### src/rtl/ssq_defs.svh
`ifndef SSQ_DEFS_SVH
`define SSQ_DEFS_SVH
// Register offsets on the byte-wide register port
`define SSQ_CTRL1L_OFS 8'h00
`define SSQ_CTRL1H_OFS 8'h01
`define SSQ_CTRL2_OFS  8'h02
`define SSQ_CTRL3_OFS  8'h03
`define SSQ_THRC_OFS   8'h04
`define SSQ_CHSL_OFS   8'h05
`define SSQ_CHSH_OFS   8'h06
`define SSQ_SCANL_OFS  8'h07
`define SSQ_SCANH_OFS  8'h08
`define SSQ_CTMUL_OFS  8'h09
`define SSQ_CTMUH_OFS  8'h0a
`define SSQ_HITL_OFS   8'h0b
`define SSQ_HITH_OFS   8'h0c
`define SSQ_STAT_OFS   8'h0d
`define SSQ_BUF_OFS    8'h20
`define SSQ_BUF_BYTES  8'd52
// Reset values
`define SSQ_CTRL1H_RST 8'h40
`define SSQ_ZERO_RST   8'h00
// Field positions
`define SSQ_ON_BIT     7
`define SSQ_RES12_BIT  6
`define SSQ_SIGNED_BIT 5
`define SSQ_LEFT_BIT   4
`define SSQ_TRIG_LSB   4
`define SSQ_AUTO_BIT   2
`define SSQ_SAMP_BIT   1
`define SSQ_EDGE_BIT   0
`define SSQ_SEQ_LSB    0
`define SSQ_IDX_BIT    2
`define SSQ_SPLIT_BIT  3
`define SSQ_ICNT_LSB   4
`define SSQ_THREN_BIT  0
`define SSQ_CMP_LSB    1
`define SSQ_NEG_LSB    5
// Buffer geometry
`define SSQ_BUF_WORDS  26
`define SSQ_BUF_HALF   5'd13
`define SSQ_BUF_LAST   5'd25
// Timing: converter clock period, fixed conversion length, wake interval
`define SSQ_CLK_NS     4
`define SSQ_TAD_NS     4
`define SSQ_TCONV_TAD  12
`define SSQ_TAD_CYC    ((`SSQ_TAD_NS + `SSQ_CLK_NS - 1) / `SSQ_CLK_NS)
`define SSQ_CONV_LAST  5'((`SSQ_TCONV_TAD * `SSQ_TAD_CYC) - 1)
`define SSQ_WAKE_CYC   10'd1000
`endif

### src/rtl/ssq_pkg.sv
package ssq_pkg;
  typedef enum logic [1:0] {
    ST_IDLE   = 2'b00,
    ST_SAMPLE = 2'b01,
    ST_CONV   = 2'b10,
    ST_PUSH   = 2'b11
  } ssq_state_t;
  typedef enum logic [3:0] {
    TRG_SOFT  = 4'h0,
    TRG_PIN   = 4'h1,
    TRG_EVENT = 4'h2,
    TRG_AUTO  = 4'h7
  } ssq_trig_t;
  typedef enum logic [1:0] {
    SEQ_SINGLE = 2'b00,
    SEQ_ALT    = 2'b01,
    SEQ_SCAN   = 2'b10
  } ssq_seq_t;
  typedef struct packed {
    logic [4:0]  ch;
    logic [11:0] data;
  } ssq_result_t;
endpackage

### src/rtl/ssq_sequencer.sv
`include "ssq_defs.svh"
// Function
// - Buffer read-only, filled while module on
// - Buffer writes store thresholds while off
// - Buffer: 26 words, even, one per channel
// - Scan bit one includes, zero skips channel
// - Start by software, free-run, or hardware
// - Single, alternate two, or bitmap scan
// - 12-bit result, signed/unsigned, left/right
// - 10 or 12-bit resolution, 12 at reset
// - Auto store, FIFO or channel-indexed buffer
// - FIFO splits into two equal halves
// - Threshold compare, store or discard, flag
// - Flag on count, half ready, or hit
// - Flag restarts scan and, unless split, write pointer
// - Sleep interval wake, wake only on hit
// - Charge unit on only when requested
// - One hit flag per channel 0 to 15
// - Channel select picks inputs and negative
// - Sample held fixed during conversion
// - Conversion twelve periods, sample programmable
// - Trigger 0111 with auto runs continuously
// - 0001 pin edge, 0010 event trigger
module ssq_sequencer
  import ssq_pkg::*;
(
  input  wire logic        clk_sys_i,
  input  wire logic        rst_n_i,
  input  wire logic [7:0]  reg_addr_i,
  input  wire logic        reg_wr_i,
  input  wire logic        reg_rd_i,
  input  wire logic [7:0]  reg_wdata_i,
  output logic      [7:0]  reg_rdata_o,
  input  wire logic        pin_trig_i,
  input  wire logic        event_trig_i,
  input  wire logic        sleep_i,
  input  wire logic        conv_done_i,
  input  wire logic [11:0] conv_data_i,
  output logic             sample_o,
  output logic             conv_start_o,
  output logic      [4:0]  mux_pos_o,
  output logic      [2:0]  mux_neg_o,
  output logic             res12_o,
  output logic             charge_time_measurement_unit_on_o,
  output logic             flag_o,
  output logic             wake_o
);

  ////////////////////////////////////////////////////////////////////////////
  // Registers and state
  logic [7:0]  c1l_ff, c1h_ff, c2_ff, c3_ff, thc_ff, chsl_ff, chsh_ff;
  logic [15:0] scan_ff, charge_time_measurement_unit_ff, hit_ff;
  logic [15:0] buf_mem [`SSQ_BUF_WORDS];
  ssq_state_t  st_ff, nxt_st;
  logic [4:0]  tcnt_ff, cur_ch_ff, wp_ff, nxt_ch;
  logic [3:0]  scan_pos_ff, cnt_ff;
  logic [9:0]  wk_cnt_ff;
  logic        alt_ff, done_ff, half_ff, flag_ff, wake_ff, charge_time_measurement_unit_on_ff;
  logic        sample_ff, conv_start_ff, res12_ff;
  logic        pin_s1_ff, pin_s2_ff, pin_s3_ff;
  logic [11:0] res_ff;
  logic [7:0]  rdata_ff, rd_mux;
  ssq_result_t q_ff [2];
  logic        q_wp_ff, q_rp_ff;
  logic [1:0]  q_n_ff;

  ////////////////////////////////////////////////////////////////////////////
  // Helper functions
  // Result formatting for resolution, sign and justification
  function automatic logic [15:0] fmt(input logic [11:0] d, input logic r12,
                                      input logic sgn, input logic lft);
    logic [15:0] w;
    w = r12 ? {4'h0, d} : {6'h00, d[11:2]};
    if (sgn && r12) w = {{4{~d[11]}}, ~d[11], d[10:0]};
    if (sgn && !r12) w = {{6{~d[11]}}, ~d[11], d[10:2]};
    if (lft) w = r12 ? {w[11:0], 4'h0} : {w[9:0], 6'h00};
    return w;
  endfunction

  // Next enabled scan channel after position p, wrapping
  function automatic logic [3:0] scan_next(input logic [15:0] m, input logic [3:0] p);
    logic [3:0] n;
    logic [3:0] r;
    r = p;
    for (int i = 16; i >= 1; i--) begin
      n = p + 4'(i);
      if (m[n]) r = n;
    end
    return r;
  endfunction

  ////////////////////////////////////////////////////////////////////////////
  // Field decode
  wire        mod_on   = c1h_ff[`SSQ_ON_BIT];
  wire        res12    = c1h_ff[`SSQ_RES12_BIT];
  ssq_trig_t  trig;
  assign      trig     = ssq_trig_t'(c1l_ff[`SSQ_TRIG_LSB +: 4]);
  wire        auto_smp = c1l_ff[`SSQ_AUTO_BIT];
  wire        samp_bit = c1l_ff[`SSQ_SAMP_BIT];
  ssq_seq_t   seq;
  assign      seq      = ssq_seq_t'(c2_ff[`SSQ_SEQ_LSB +: 2]);
  wire        idx_mode = c2_ff[`SSQ_IDX_BIT];
  wire        split    = c2_ff[`SSQ_SPLIT_BIT] && !idx_mode;
  wire [3:0]  icnt     = c2_ff[`SSQ_ICNT_LSB +: 4];
  wire [4:0]  sample_time_count     = c3_ff[4:0];
  wire        thr_idx  = thc_ff[`SSQ_THREN_BIT] && idx_mode;
  wire [1:0]  cmp_mode = thc_ff[`SSQ_CMP_LSB +: 2];

  // Register port decode
  wire [7:0]  buf_off  = reg_addr_i - `SSQ_BUF_OFS;
  wire        buf_sel  = reg_addr_i >= `SSQ_BUF_OFS && buf_off < `SSQ_BUF_BYTES;
  wire [4:0]  buf_idx  = buf_off[5:1];
  wire        sw_we    = reg_wr_i && buf_sel && !mod_on;
  wire        hit_clrl = reg_wr_i && reg_addr_i == `SSQ_HITL_OFS;
  wire        hit_clrh = reg_wr_i && reg_addr_i == `SSQ_HITH_OFS;
  wire        flag_clr = reg_wr_i && reg_addr_i == `SSQ_STAT_OFS
                         && !reg_wdata_i[0];

  // Trigger pin edge after two-stage synchroniser
  wire pin_edge = c1l_ff[`SSQ_EDGE_BIT] ? (pin_s2_ff && !pin_s3_ff)
                                        : (!pin_s2_ff && pin_s3_ff);
  wire wake_tick = sleep_i && wk_cnt_ff == `SSQ_WAKE_CYC - 10'd1;

  ////////////////////////////////////////////////////////////////////////////
  // Two-entry result buffer between converter and result store
  wire         in_valid  = st_ff == ST_PUSH;
  wire         in_ready  = q_n_ff != 2'd2;
  wire         out_valid = q_n_ff != 2'd0;
  wire         out_ready = !(reg_rd_i && buf_sel);
  wire         q_push    = in_valid && in_ready;
  wire         q_pop     = out_valid && out_ready;
  ssq_result_t ent;
  assign       ent       = q_ff[q_rp_ff];

  ////////////////////////////////////////////////////////////////////////////
  // Start, sample end and conversion end conditions
  wire start_req = mod_on && (sleep_i ? wake_tick : (auto_smp || samp_bit));
  wire smp_end   = (sleep_i || trig == TRG_AUTO) ? tcnt_ff >= sample_time_count :
                   trig == TRG_PIN   ? pin_edge :
                   trig == TRG_EVENT ? event_trig_i : !samp_bit;
  wire conv_end  = tcnt_ff >= `SSQ_CONV_LAST && (done_ff || conv_done_i);

  // Channel for next conversion
  wire [3:0] scan_ch = scan_next(scan_ff, scan_pos_ff);
  always_comb begin
    case (seq)
      SEQ_ALT:  nxt_ch = alt_ff ? chsh_ff[4:0] : chsl_ff[4:0];
      SEQ_SCAN: nxt_ch = {1'b0, scan_ch};
      default:  nxt_ch = chsl_ff[4:0];
    endcase
  end

  // Sequencer next state
  always_comb begin
    case (st_ff)
      ST_IDLE:   nxt_st = start_req ? ST_SAMPLE : ST_IDLE;
      ST_SAMPLE: nxt_st = !mod_on ? ST_IDLE : smp_end ? ST_CONV : ST_SAMPLE;
      ST_CONV:   nxt_st = conv_end ? ST_PUSH : ST_CONV;
      ST_PUSH:   nxt_st = in_ready ? ST_IDLE : ST_PUSH;
      default:   nxt_st = ST_IDLE;
    endcase
  end
  wire smp_go  = st_ff == ST_IDLE && nxt_st == ST_SAMPLE;
  wire conv_go = st_ff == ST_SAMPLE && nxt_st == ST_CONV;

  ////////////////////////////////////////////////////////////////////////////
  // Result store: write address, compare, flag conditions
  wire [11:0] thr_val  = buf_mem[ent.ch][11:0];
  wire        match    = cmp_mode == 2'b00 ? ent.data < thr_val :
                         cmp_mode == 2'b01 ? ent.data >= thr_val :
                         cmp_mode == 2'b10 ? ent.data != thr_val : ent.data == thr_val;
  wire        ch_ok    = ent.ch <= `SSQ_BUF_LAST;
  wire [4:0]  hw_addr  = idx_mode ? ent.ch : wp_ff;
  wire        hw_we    = q_pop && mod_on && (!idx_mode || ch_ok)
                         && (!thr_idx || match);
  wire        hit_set  = q_pop && thr_idx && match && !ent.ch[4];
  wire [4:0]  nxt_wp   = wp_ff == `SSQ_BUF_LAST ? 5'd0 : wp_ff + 5'd1;
  wire        half_end = split && (nxt_wp == `SSQ_BUF_HALF || nxt_wp == 5'd0);
  wire        flag_set = q_pop && (thr_idx ? match :
                                   split ? half_end : cnt_ff == icnt);
  wire [15:0] hit_one  = 16'h0001 << ent.ch[3:0];

  // Result memory, hardware fill or software threshold write
  always_ff @(posedge clk_sys_i) begin
    if (hw_we) buf_mem[hw_addr] <= fmt(ent.data, res12, c1h_ff[`SSQ_SIGNED_BIT],
                                       c1h_ff[`SSQ_LEFT_BIT]);
    else if (sw_we && reg_addr_i[0]) buf_mem[buf_idx][15:8] <= reg_wdata_i;
    else if (sw_we) buf_mem[buf_idx][7:0] <= reg_wdata_i;
  end

  ////////////////////////////////////////////////////////////////////////////
  // Control and configuration registers
  always_ff @(posedge clk_sys_i or negedge rst_n_i) begin
    if (!rst_n_i) begin
      c1l_ff  <= `SSQ_ZERO_RST;
      c1h_ff  <= `SSQ_CTRL1H_RST;
      c2_ff   <= `SSQ_ZERO_RST;
      c3_ff   <= `SSQ_ZERO_RST;
      thc_ff  <= `SSQ_ZERO_RST;
      chsl_ff <= `SSQ_ZERO_RST;
      chsh_ff <= `SSQ_ZERO_RST;
      scan_ff <= {`SSQ_ZERO_RST, `SSQ_ZERO_RST};
      charge_time_measurement_unit_ff <= {`SSQ_ZERO_RST, `SSQ_ZERO_RST};
    end else if (reg_wr_i) begin
      case (reg_addr_i)
        `SSQ_CTRL1L_OFS: c1l_ff <= reg_wdata_i;
        `SSQ_CTRL1H_OFS: c1h_ff <= reg_wdata_i;
        `SSQ_CTRL2_OFS:  c2_ff <= reg_wdata_i;
        `SSQ_CTRL3_OFS:  c3_ff <= reg_wdata_i;
        `SSQ_THRC_OFS:   thc_ff <= reg_wdata_i;
        `SSQ_CHSL_OFS:   chsl_ff <= reg_wdata_i;
        `SSQ_CHSH_OFS:   chsh_ff <= reg_wdata_i;
        `SSQ_SCANL_OFS:  scan_ff[7:0] <= reg_wdata_i;
        `SSQ_SCANH_OFS:  scan_ff[15:8] <= reg_wdata_i;
        `SSQ_CTMUL_OFS:  charge_time_measurement_unit_ff[7:0] <= reg_wdata_i;
        `SSQ_CTMUH_OFS:  charge_time_measurement_unit_ff[15:8] <= reg_wdata_i;
        default:         c1l_ff <= c1l_ff;
      endcase
    end else if (conv_go && trig != TRG_SOFT && !auto_smp) begin
      c1l_ff[`SSQ_SAMP_BIT] <= 1'b0;
    end
  end

  // Sequencer state, counters and analog handshake outputs
  always_ff @(posedge clk_sys_i or negedge rst_n_i) begin
    if (!rst_n_i) begin
      st_ff         <= ST_IDLE;
      tcnt_ff       <= 5'd0;
      done_ff       <= 1'b0;
      res_ff        <= 12'h000;
      cur_ch_ff     <= 5'd0;
      sample_ff     <= 1'b0;
      conv_start_ff <= 1'b0;
      charge_time_measurement_unit_on_ff    <= 1'b0;
      res12_ff      <= 1'b1;
    end else begin
      st_ff         <= nxt_st;
      tcnt_ff       <= (st_ff != nxt_st) ? 5'd0 : (&tcnt_ff) ? tcnt_ff : tcnt_ff + 5'd1;
      done_ff       <= st_ff == ST_CONV && !conv_end && (done_ff || conv_done_i);
      if (st_ff == ST_CONV && conv_done_i) res_ff <= conv_data_i;
      if (smp_go) cur_ch_ff <= nxt_ch;
      sample_ff     <= nxt_st == ST_SAMPLE;
      conv_start_ff <= conv_go;
      charge_time_measurement_unit_on_ff    <= (nxt_st == ST_SAMPLE || nxt_st == ST_CONV)
                       && charge_time_measurement_unit_ff[smp_go ? nxt_ch[3:0] : cur_ch_ff[3:0]]
                       && !(smp_go ? nxt_ch[4] : cur_ch_ff[4]);
      res12_ff      <= res12;
    end
  end

  // Scan position, alternation, write pointer and count; flag restarts all but a split write pointer
  always_ff @(posedge clk_sys_i or negedge rst_n_i) begin
    if (!rst_n_i) begin
      scan_pos_ff <= 4'hf;
      alt_ff      <= 1'b0;
      wp_ff       <= 5'd0;
      cnt_ff      <= 4'h0;
      half_ff     <= 1'b0;
    end else if (flag_set || !mod_on) begin
      scan_pos_ff <= 4'hf;
      alt_ff      <= 1'b0;
      wp_ff       <= (split && mod_on) ? nxt_wp : 5'd0;
      cnt_ff      <= 4'h0;
      half_ff     <= mod_on && (half_end ^ half_ff);
    end else begin
      if (smp_go && seq == SEQ_SCAN) scan_pos_ff <= scan_ch;
      if (smp_go && seq == SEQ_ALT) alt_ff <= !alt_ff;
      if (q_pop && !idx_mode) wp_ff <= nxt_wp;
      if (q_pop) cnt_ff <= cnt_ff + 4'h1;
    end
  end

  // Two-entry buffer storage and pointers
  always_ff @(posedge clk_sys_i or negedge rst_n_i) begin
    if (!rst_n_i) begin
      q_ff[0] <= '0;
      q_ff[1] <= '0;
      q_wp_ff <= 1'b0;
      q_rp_ff <= 1'b0;
      q_n_ff  <= 2'd0;
    end else begin
      if (q_push) q_ff[q_wp_ff] <= '{ch: cur_ch_ff, data: res_ff};
      if (q_push) q_wp_ff <= !q_wp_ff;
      if (q_pop) q_rp_ff <= !q_rp_ff;
      q_n_ff <= q_n_ff + {1'b0, q_push} - {1'b0, q_pop};
    end
  end

  // Hit flags, interrupt flag, sleep wake; hardware set wins over clear
  always_ff @(posedge clk_sys_i or negedge rst_n_i) begin
    if (!rst_n_i) begin
      hit_ff    <= 16'h0000;
      flag_ff   <= 1'b0;
      wake_ff   <= 1'b0;
      wk_cnt_ff <= 10'd0;
    end else begin
      hit_ff[7:0]  <= (hit_ff[7:0] & ~({8{hit_clrl}} & reg_wdata_i)) | hit_one[7:0]
                      & {8{hit_set}};
      hit_ff[15:8] <= (hit_ff[15:8] & ~({8{hit_clrh}} & reg_wdata_i)) | hit_one[15:8]
                      & {8{hit_set}};
      flag_ff   <= flag_set || (flag_ff && !flag_clr);
      wake_ff   <= sleep_i && (wake_ff || hit_set);
      wk_cnt_ff <= (!sleep_i || wake_tick) ? 10'd0 : wk_cnt_ff + 10'd1;
    end
  end

  ////////////////////////////////////////////////////////////////////////////
  // Register read path
  always_comb begin
    case (reg_addr_i)
      `SSQ_CTRL1L_OFS: rd_mux = c1l_ff;
      `SSQ_CTRL1H_OFS: rd_mux = c1h_ff;
      `SSQ_CTRL2_OFS:  rd_mux = c2_ff;
      `SSQ_CTRL3_OFS:  rd_mux = c3_ff;
      `SSQ_THRC_OFS:   rd_mux = thc_ff;
      `SSQ_CHSL_OFS:   rd_mux = chsl_ff;
      `SSQ_CHSH_OFS:   rd_mux = chsh_ff;
      `SSQ_SCANL_OFS:  rd_mux = scan_ff[7:0];
      `SSQ_SCANH_OFS:  rd_mux = scan_ff[15:8];
      `SSQ_CTMUL_OFS:  rd_mux = charge_time_measurement_unit_ff[7:0];
      `SSQ_CTMUH_OFS:  rd_mux = charge_time_measurement_unit_ff[15:8];
      `SSQ_HITL_OFS:   rd_mux = hit_ff[7:0];
      `SSQ_HITH_OFS:   rd_mux = hit_ff[15:8];
      `SSQ_STAT_OFS:   rd_mux = {4'h0, wake_ff, half_ff, st_ff != ST_IDLE, flag_ff};
      default:         rd_mux = !buf_sel ? 8'h00 : reg_addr_i[0] ? buf_mem[buf_idx][15:8]
                                                                 : buf_mem[buf_idx][7:0];
    endcase
  end

  always_ff @(posedge clk_sys_i or negedge rst_n_i) begin
    if (!rst_n_i) rdata_ff <= 8'h00;
    else rdata_ff <= rd_mux;
  end

  // Pin synchroniser
  always_ff @(posedge clk_sys_i or negedge rst_n_i) begin
    if (!rst_n_i) {pin_s1_ff, pin_s2_ff, pin_s3_ff} <= 3'b000;
    else {pin_s1_ff, pin_s2_ff, pin_s3_ff} <= {pin_trig_i, pin_s1_ff, pin_s2_ff};
  end

  // Outputs
  assign reg_rdata_o  = rdata_ff;
  assign sample_o     = sample_ff;
  assign conv_start_o = conv_start_ff;
  assign mux_pos_o    = cur_ch_ff;
  assign mux_neg_o    = chsh_ff[`SSQ_NEG_LSB +: 3];
  assign res12_o      = res12_ff;
  assign charge_time_measurement_unit_on_o    = charge_time_measurement_unit_on_ff;
  assign flag_o       = flag_ff;
  assign wake_o       = wake_ff;
endmodule

### config.mk
export PLATFORM = sky130hd
export DESIGN_NAME = ssq_sequencer
export DESIGN_NICKNAME = d
export VERILOG_FILES = /design/src/rtl/ssq_pkg.sv /design/src/rtl/ssq_sequencer.sv
export VERILOG_INCLUDE_DIRS = /design/src /design/src/rtl
export SDC_FILE = /design/constraint.sdc
export NUM_CORES = 1
export LEC_CHECK = 0
export ABC_CLOCK_PERIOD_IN_PS = 7750
export BUFFER_PORTS_ARGS = -buffer_cell sky130_fd_sc_hd__buf_4
export CAP_MARGIN = 20
export CORE_MARGIN = 3
export CORE_UTILIZATION = 63
export DETAILED_ROUTE_END_ITERATION = 7
export GPL_TIMING_DRIVEN = 0
export HOLD_SLACK_MARGIN = 0.03
export MAX_ROUTING_LAYER = met4
export PLACE_DENSITY = 0.8
export SKIP_CTS_REPAIR_TIMING = 1
export SYNTH_ARGS = -nofsm -noshare
export SYNTH_HDL_FRONTEND = slang
export SYNTH_SLANG_ARGS = --single-unit
### constraint.sdc
create_clock -name clk_sys_i -period 7.75 [get_ports clk_sys_i]
set_clock_uncertainty 0.2 [all_clocks]
set_input_delay 1.55 -clock clk_sys_i [delete_from_list [all_inputs] [get_ports clk_sys_i]]
set_output_delay 1.55 -clock clk_sys_i [all_outputs]
set_load 0.03 [all_outputs]
* Word level (Yosys, flattened, before mapping)
Memories as Yosys holds them, arrays and structs flattened.
Index checks and enable logic that the tools add are counted.
W data, S select, Z words.
** Word-level totals
- Memories :: 1
- Memory bits (writable) :: 416
- Bits of input ports :: 36
- Bits in registers :: 209
** Cells by class
- Muxes and demuxes :: 111
- Magnitude comparators :: 26
- Equal/unequal tests :: 35
- Bitwise logic cells :: 14
- Reductions and logical operators :: 100
- Shifts and indexed selects :: 1
- Add/subtract/negate cells :: 22
** Memory list
- buf_mem :: words 26, bits a word 16, read ports 2, clocked after Yosys merged registers in 0, write ports 1, RTL line ssq_sequencer.sv:53 : logic [15:0] buf_mem [`SSQ_BUF_WORDS];
** Operators by type and width (count)
- $pmux W8 S14 :: 1
- $mux W16 :: 6
- $lt A4 B5 Y1 const B :: 16
- $mux W4 :: 20
- $mux W17 :: 4
- $bmux W1 S4 :: 16
- $and A8 B8 Y8 :: 6
- $eq A8 B4 Y1 const B :: 6
- $logic_and A1 B1 Y1 :: 45
- $mux W5 :: 9
- $mux W1 :: 42
- $bwmux W34 :: 1
- $add A4 B4 Y4 const B :: 8
- $eq A8 B3 Y1 const B :: 4
- $reduce_and A2 Y1 :: 12
- $logic_not A1 Y1 :: 18
- $demux W17 S1 :: 1
- $add A4 B3 Y4 const B :: 4
- $eq A8 B2 Y1 const B :: 2
- $mux W8 :: 2
- $not A8 Y8 :: 2
- $or A8 B8 Y8 :: 2
- $reduce_or A16 Y1 :: 1
- $shl A1 B4 Y16 const A :: 1
- 46 further kinds :: 80

* Depth between registers and ports, before layout
- Word-level depth :: 24
- Mapped depth :: 22

* Worst setup path before layout
Ideal clock, no wire load.
- Kind :: register -> register
- Start :: register q_rp_ff
- End :: memory buf_mem[12][10] (enable)
- Setup time :: 0.370 ns
- Period minus slack after synthesis :: 6.203 ns
- Data arrival time :: 5.632 ns
- Required time :: 7.180 ns
- Stages on the path, launching flop included :: 22
- Setup slack :: 1.547 ns
- Path buffers :: 4
- Cell sequence :: dfrtp_1 -> clkbuf_1 -> mux2_2 -> clkbuf_1 -> clkbuf_1 -> clkbuf_1 -> mux4_2 -> nand2_1 -> nand3_1 -> a31oi_1 -> ha_1 -> a21o_1 -> a21o_1 -> a21o_1 -> a21o_1 -> a21o_1 -> a21o_1 -> a2111oi_0 -> a211o_1 -> a32o_1 -> nand3_1 -> nor2_1
** Between the ends
- Cells in the longest elaborated chain, start to end :: 15
** Ends and longest elaborated chain
- start, declared :: RTL line ssq_sequencer.sv:64 : logic q_wp_ff, q_rp_ff;
- start signal, assigned :: RTL line ssq_sequencer.sv:284 : if (q_pop) q_rp_ff <= !q_rp_ff;
- $not A1 Y2 (not written as such) (*) :: RTL line ssq_sequencer.sv:133 : assign ent = q_ff[q_rp_ff];
- $mux W17 (not written as such) (*) (3 in series) :: RTL line ssq_sequencer.sv:133
- branches (longest 11 deep; another with $mem_v2 Z26 W16)
- end, declared :: RTL line ssq_sequencer.sv:53
Every way passes the cells marked *. The select of a mux whose other input is x is not followed.

* Worst setup path in the final report
- Start :: register q_rp_ff
- End :: memory buf_mem[17][0] (enable)
The elaborated chain is that of the path after synthesis.

==> impl_table.tex <==
\begin{tabular}{lr}
\hline
Metric & Value \\
\hline
\multicolumn{2}{l}{\textbf{Global routing}} \\
Initial antenna violation count & 4 \\
Total GRT Usage & 40.8\% \\
Number of global-route vias before repair & 22300 \\
Wire length of the first global-routing pass & 151 mm \\
Maximum number of pins on one net before global-route repair & 131 \\
Grt ovf & 0 \\
\multicolumn{2}{l}{\textbf{Timing}} \\
Number of hold violations in the final report & 0 \\
Final critical-path setup slack & -0.0508 ns \\
Tmin final & 7.80 ns \\
Worst slew margin & 18.0\% \\
Unrepaired setup endpoints after global routing & true \\
Max-slew violation count & 0 \\
Summed negative setup slack over all endpoints & -0.676 ns \\
Worst Tran Pin Value & 1.23 ns \\
Maximum clock frequency & 0.128 GHz \\
Share of the clock period used by the worst path after layout & 101\% \\
Final setup violation count & 34 \\
\multicolumn{2}{l}{\textbf{Pwr}} \\
Switching portion of total power & 26.0\% \\
Sequential group share of total power & 48.5\% \\
Pwr/cell area & 218 nW/um\^{}2 \\
Lkg Pwr & 13.4 nW \\
Power share of the clock group & 39.9\% \\
Combinational share of power & 11.6\% \\
P\_sw & 2.01 mW \\
Internal power contribution & 5.74 mW \\
Max VDD drop & 239 uV \\
\multicolumn{2}{l}{\textbf{Setup path}} \\
Cells on worst reg2reg path & 20 \\
Crit start category & register \\
CP max FO & 10 \\
Critical Path End Type & register \\
Setup slack of the most critical reg-to-reg path & -0.05 ns \\
Launch point of the worst reg-to-reg path & q\_rp\_ff \\
Setup CP Type & register to register \\
Data arrival time at the worst-slack endpoint & 7.85 ns \\
Setup crit start & q\_rp\_ff \\
WP data required & 7.80 ns \\
Reg-to-reg endpoint & buf\_mem[17][0] \\
\multicolumn{2}{l}{\textbf{Routing}} \\
Count of vias placed by the detailed router & 22800 \\
Initial DRT Pass Iterations & 6 \\
First DRT Iteration DRCs & 4120 \\
Average routed wire per standard cell & 33.6 um \\
Via density per instance & 7.36 \\
Remaining antenna violation count & 0 \\
Detailed Route WL & 104 mm \\
Remaining design rule violation count & 0 \\
\multicolumn{2}{l}{\textbf{Clock tree}} \\
Clk sink count & 625 \\
Clock root buffer & sky130\_fd\_sc\_hd\_\_clkbuf\_16 \\
Clock latency on the worst-skew pair & 0.63 ns \\
Clock transition time at the flip-flop clock pins of the worst setup and hold paths & 0.06 ns \\
Maximum clock insertion buffer count & 3 \\
CTS tree & done \\
H-Tree Depth & 3 \\
Inserted Clock Buffers & 66 \\
\multicolumn{2}{l}{\textbf{Cells and area}} \\
Layout fillers & 3151 \\
Area growth from synthesis to layout & 13.0\% \\
Final net count & 2445 \\
Fraction of layout instances using a drive strength above 1 & 25.8\% \\
\multicolumn{2}{l}{\textbf{Synth}} \\
Mapped Area & 31400 um\^{}2 \\
Most used flip-flop cell after synthesis & sky130\_fd\_sc\_hd\_\_edfxtp\_1 \\
Synth Net Count & 2285 \\
Sequential cell area fraction in the yosys report & 56.4\% \\
Fraction of synthesis flops using an asynchronous set or reset pin & 33.4\% \\
Number of warnings printed during yosys synthesis & 0 \\
FF+latch count, synth & 625 \\
Synthesized netlist cell count & 2212 \\
Mean area per synthesized cell & 14.2 um\^{}2 \\
Count of flip-flops with a built-in enable after synthesis & 416 \\
Number of library cell types mapped by synthesis & 78 \\
\multicolumn{2}{l}{\textbf{Floorplanning}} \\
Die height & 229 um \\
Placeable core area & 49200 um\^{}2 \\
DIE WIDTH & 229 um \\
Area of the die & 52600 um\^{}2 \\
I/O pin cnt & 58 \\
Initial Util & 63.9\% \\
Rows & 81 \\
\multicolumn{2}{l}{\textbf{Place}} \\
DP Worst Slack & -0.613 ns \\
RePlAce Congestion & 1.03 \\
Count of buffers inserted at the top-level ports & 52 \\
Half-perimeter wire length after detailed placement & 72.3 mm \\
\multicolumn{2}{l}{\textbf{Worst hold path}} \\
Worst hold path depth & 0 \\
Path category of the worst min-delay check & register to register \\
Hold\_sp & pin\_s1\_ff \\
Worst-case hold path end point & pin\_s2\_ff \\
\multicolumn{2}{l}{\textbf{Outcome}} \\
Violations in the final reports & negative setup slack \\
Run status & complete, but fails checks \\
\multicolumn{2}{l}{\textbf{Job}} \\
Number of max-cap violations & 0 \\
\hline
\end{tabular}
kinds of logic after synthesis:
logic type,Yosys count,synth area share [%]
buffers and inverters,175,2.19
multiplexers,449,23.5
AND/OR/NAND/NOR,543,7.79
XOR/XNOR,36,1.00
AO/OA/AOI/OAI,347,7.62
flip-flops,625,56.4
adder cells (fa/ha/maj),37,1.47
metrics by stage:
stage / power, mW / utilization, % / hold WS, ns / instance area, um^2 / cells
finish: 7.76 / 72.3 / 0.167 / 35500 / 3091
global route: 7.94 / 72.3 / 0.173 / 35500 / 3089
CTS: 7.72 / 71.6 / 0.167 / 35200 / 3075
detailed placement: 4.68 / 67.4 / 0.137 / 33200 / 2958
global placement: 4.63 / 66.4 / 0.152 / 32700 / 2928
floorplan: 4.31 / - / 0.131 / 31400 / 2212
power by group through the flow:
stage	combinational [mW]	sequential [mW]	clock, mW
after floorplan	0.505	3.81	0
after CTS	0.863	3.76	3.09
after global routing	0.951	3.77	3.22
final	0.898	3.76	3.10
after detailed placement	0.854	3.83	0
after global placement	0.801	3.83	0
critical path, cell delays in order (launching register included):
cell and delay [ns]:
sky130_fd_sc_hd__dfrtp_1 0.32, sky130_fd_sc_hd__clkbuf_1 0.20, sky130_fd_sc_hd__buf_1 0.53, sky130_fd_sc_hd__mux2i_1 0.32, sky130_fd_sc_hd__clkbuf_1 0.70, sky130_fd_sc_hd__buf_1 0.61
sky130_fd_sc_hd__nand2_1 0.13, sky130_fd_sc_hd__a311oi_1 0.43, sky130_fd_sc_hd__a31oi_1 0.17, sky130_fd_sc_hd__ha_1 0.38, sky130_fd_sc_hd__a21o_1 0.19, sky130_fd_sc_hd__a21o_1 0.18
sky130_fd_sc_hd__a21o_1 0.18, sky130_fd_sc_hd__a21o_1 0.17, sky130_fd_sc_hd__a21o_1 0.17, sky130_fd_sc_hd__a21o_1 0.19, sky130_fd_sc_hd__a2111oi_1 0.52, sky130_fd_sc_hd__a211o_1 0.27
sky130_fd_sc_hd__a31oi_1 0.23, sky130_fd_sc_hd__nand2b_1 0.49, sky130_fd_sc_hd__nor2_1 0.85
area by class of cell:
class	instances	area, um^2	share of cell area (%)
plain buffers	126	507	1.43
clock buffers	86	1750	4.92
inverters	49	184	0.518
diodes	6	15.0	0.0423
flip-flops and latches	625	17700	49.9
well taps	664	831	2.34
multi-input cells	1412	13300	37.3
clock inverters	31	305	0.860
repair buffers	92	948	2.67
metal layers:
metal  vias to the layer above  part of all wire [%]  GRT usage, %
met4                         0                   6.9          21.2
met5                         -                     0             -
met1                     11300                    35          52.0
met3                       533                    12          10.1
li1                       9035                     -             -
met2                      1908                    46          61.7
cells in the mapped netlist (7+ instances only):
master	n	area share (%)
sky130_fd_sc_hd__a211o_1	10	0.28
sky130_fd_sc_hd__a211oi_1	17	0.41
sky130_fd_sc_hd__a21boi_0	9	0.21
sky130_fd_sc_hd__a21o_1	11	0.26
sky130_fd_sc_hd__a21oi_1	69	1.1
sky130_fd_sc_hd__a221oi_1	12	0.33
sky130_fd_sc_hd__a22o_1	15	0.42
sky130_fd_sc_hd__a22oi_1	37	0.88
sky130_fd_sc_hd__a311oi_1	14	0.39
sky130_fd_sc_hd__a31oi_1	21	0.42
sky130_fd_sc_hd__a32o_1	8	0.25
sky130_fd_sc_hd__and2_1	9	0.18
sky130_fd_sc_hd__and3_1	19	0.38
sky130_fd_sc_hd__buf_1	28	0.33
sky130_fd_sc_hd__clkbuf_1	89	1.1
sky130_fd_sc_hd__dfrtp_1	203	16
sky130_fd_sc_hd__edfxtp_1	416	40
sky130_fd_sc_hd__ha_1	37	1.5
sky130_fd_sc_hd__inv_1	48	0.57
sky130_fd_sc_hd__mux2_2	148	5.3
sky130_fd_sc_hd__mux2i_1	87	2.8
sky130_fd_sc_hd__mux4_1	9	0.75
sky130_fd_sc_hd__mux4_2	205	15
sky130_fd_sc_hd__nand2_1	210	2.5
sky130_fd_sc_hd__nand2b_1	17	0.34
sky130_fd_sc_hd__nand3_1	58	0.92
sky130_fd_sc_hd__nand4_1	14	0.28
sky130_fd_sc_hd__nor2_1	144	1.7
sky130_fd_sc_hd__nor2b_1	24	0.48
sky130_fd_sc_hd__nor3_1	20	0.32
sky130_fd_sc_hd__o211ai_1	7	0.17
sky130_fd_sc_hd__o21ai_0	57	0.91
sky130_fd_sc_hd__o22ai_1	9	0.18
sky130_fd_sc_hd__xnor2_1	19	0.53
sky130_fd_sc_hd__xor2_1	17	0.47
layout by cell type, fill, tap and decap left out, drive strengths merged, types with 7 or more instances in the layout:
master  synthesis  routed
nor2b          24      24
inv            48      53
nand3          58      58
xor2           17      17
a211oi         17      17
mux2i          87      87
nor2          144     144
nor3           20      20
a31o            7       7
a22oi          37      37
and3           19      19
nand2b         17      17
a21oi          69      69
a31oi          21      21
a22o           15      15
buf            37     129
nand4          14      14
a221oi         12      12
ha             37      37
a311oi         14      14
dfrtp         203     203
clkbuf         89     175
clkinv          1      20
nand2         210     210
xnor2          19      19
a21o           11      11
and2           10      10
o21ai          59      59
mux2          148     148
o22ai           9       9
a32o            8       8
mux4          214     214
o211ai          7       7
a211o          10      10
a21boi          9       9
edfxtp        416     416
flip-flops by register name, indices dropped and copies added, names as in the netlist, 4 cells and up:
signal                           count
wp_ff                                5
scan_ff                             16
c3_ff                                8
tcnt_ff                              5
q_ff                                34
res_ff                              12
hit_ff                              16
wk_cnt_ff                           10
c1h_ff                               8
thc_ff                               8
c1l_ff                               8
scan_pos_ff                          4
buf_mem                            416
mux_pos_o                            5
chsh_ff                              8
chsl_ff                              8
reg_rdata_o                          8
charge_time_measurement_unit_ff     16
c2_ff                                8
cnt_ff                               4
worst max-delay path by stage:
| stage | end | cells after the start |
|---|---|---|
| after detailed placement | buf_mem[4][15] | 21 |
| final | buf_mem[17][0] | 20 |
| after global routing | buf_mem[5][0] | 22 |
| after CTS | buf_mem[16][2] | 21 |
| after global placement | buf_mem[16][3] | 21 |
| after floorplan | buf_mem[12][10] | 21 |
Note: power is estimated with default switching activity, not from simulation.
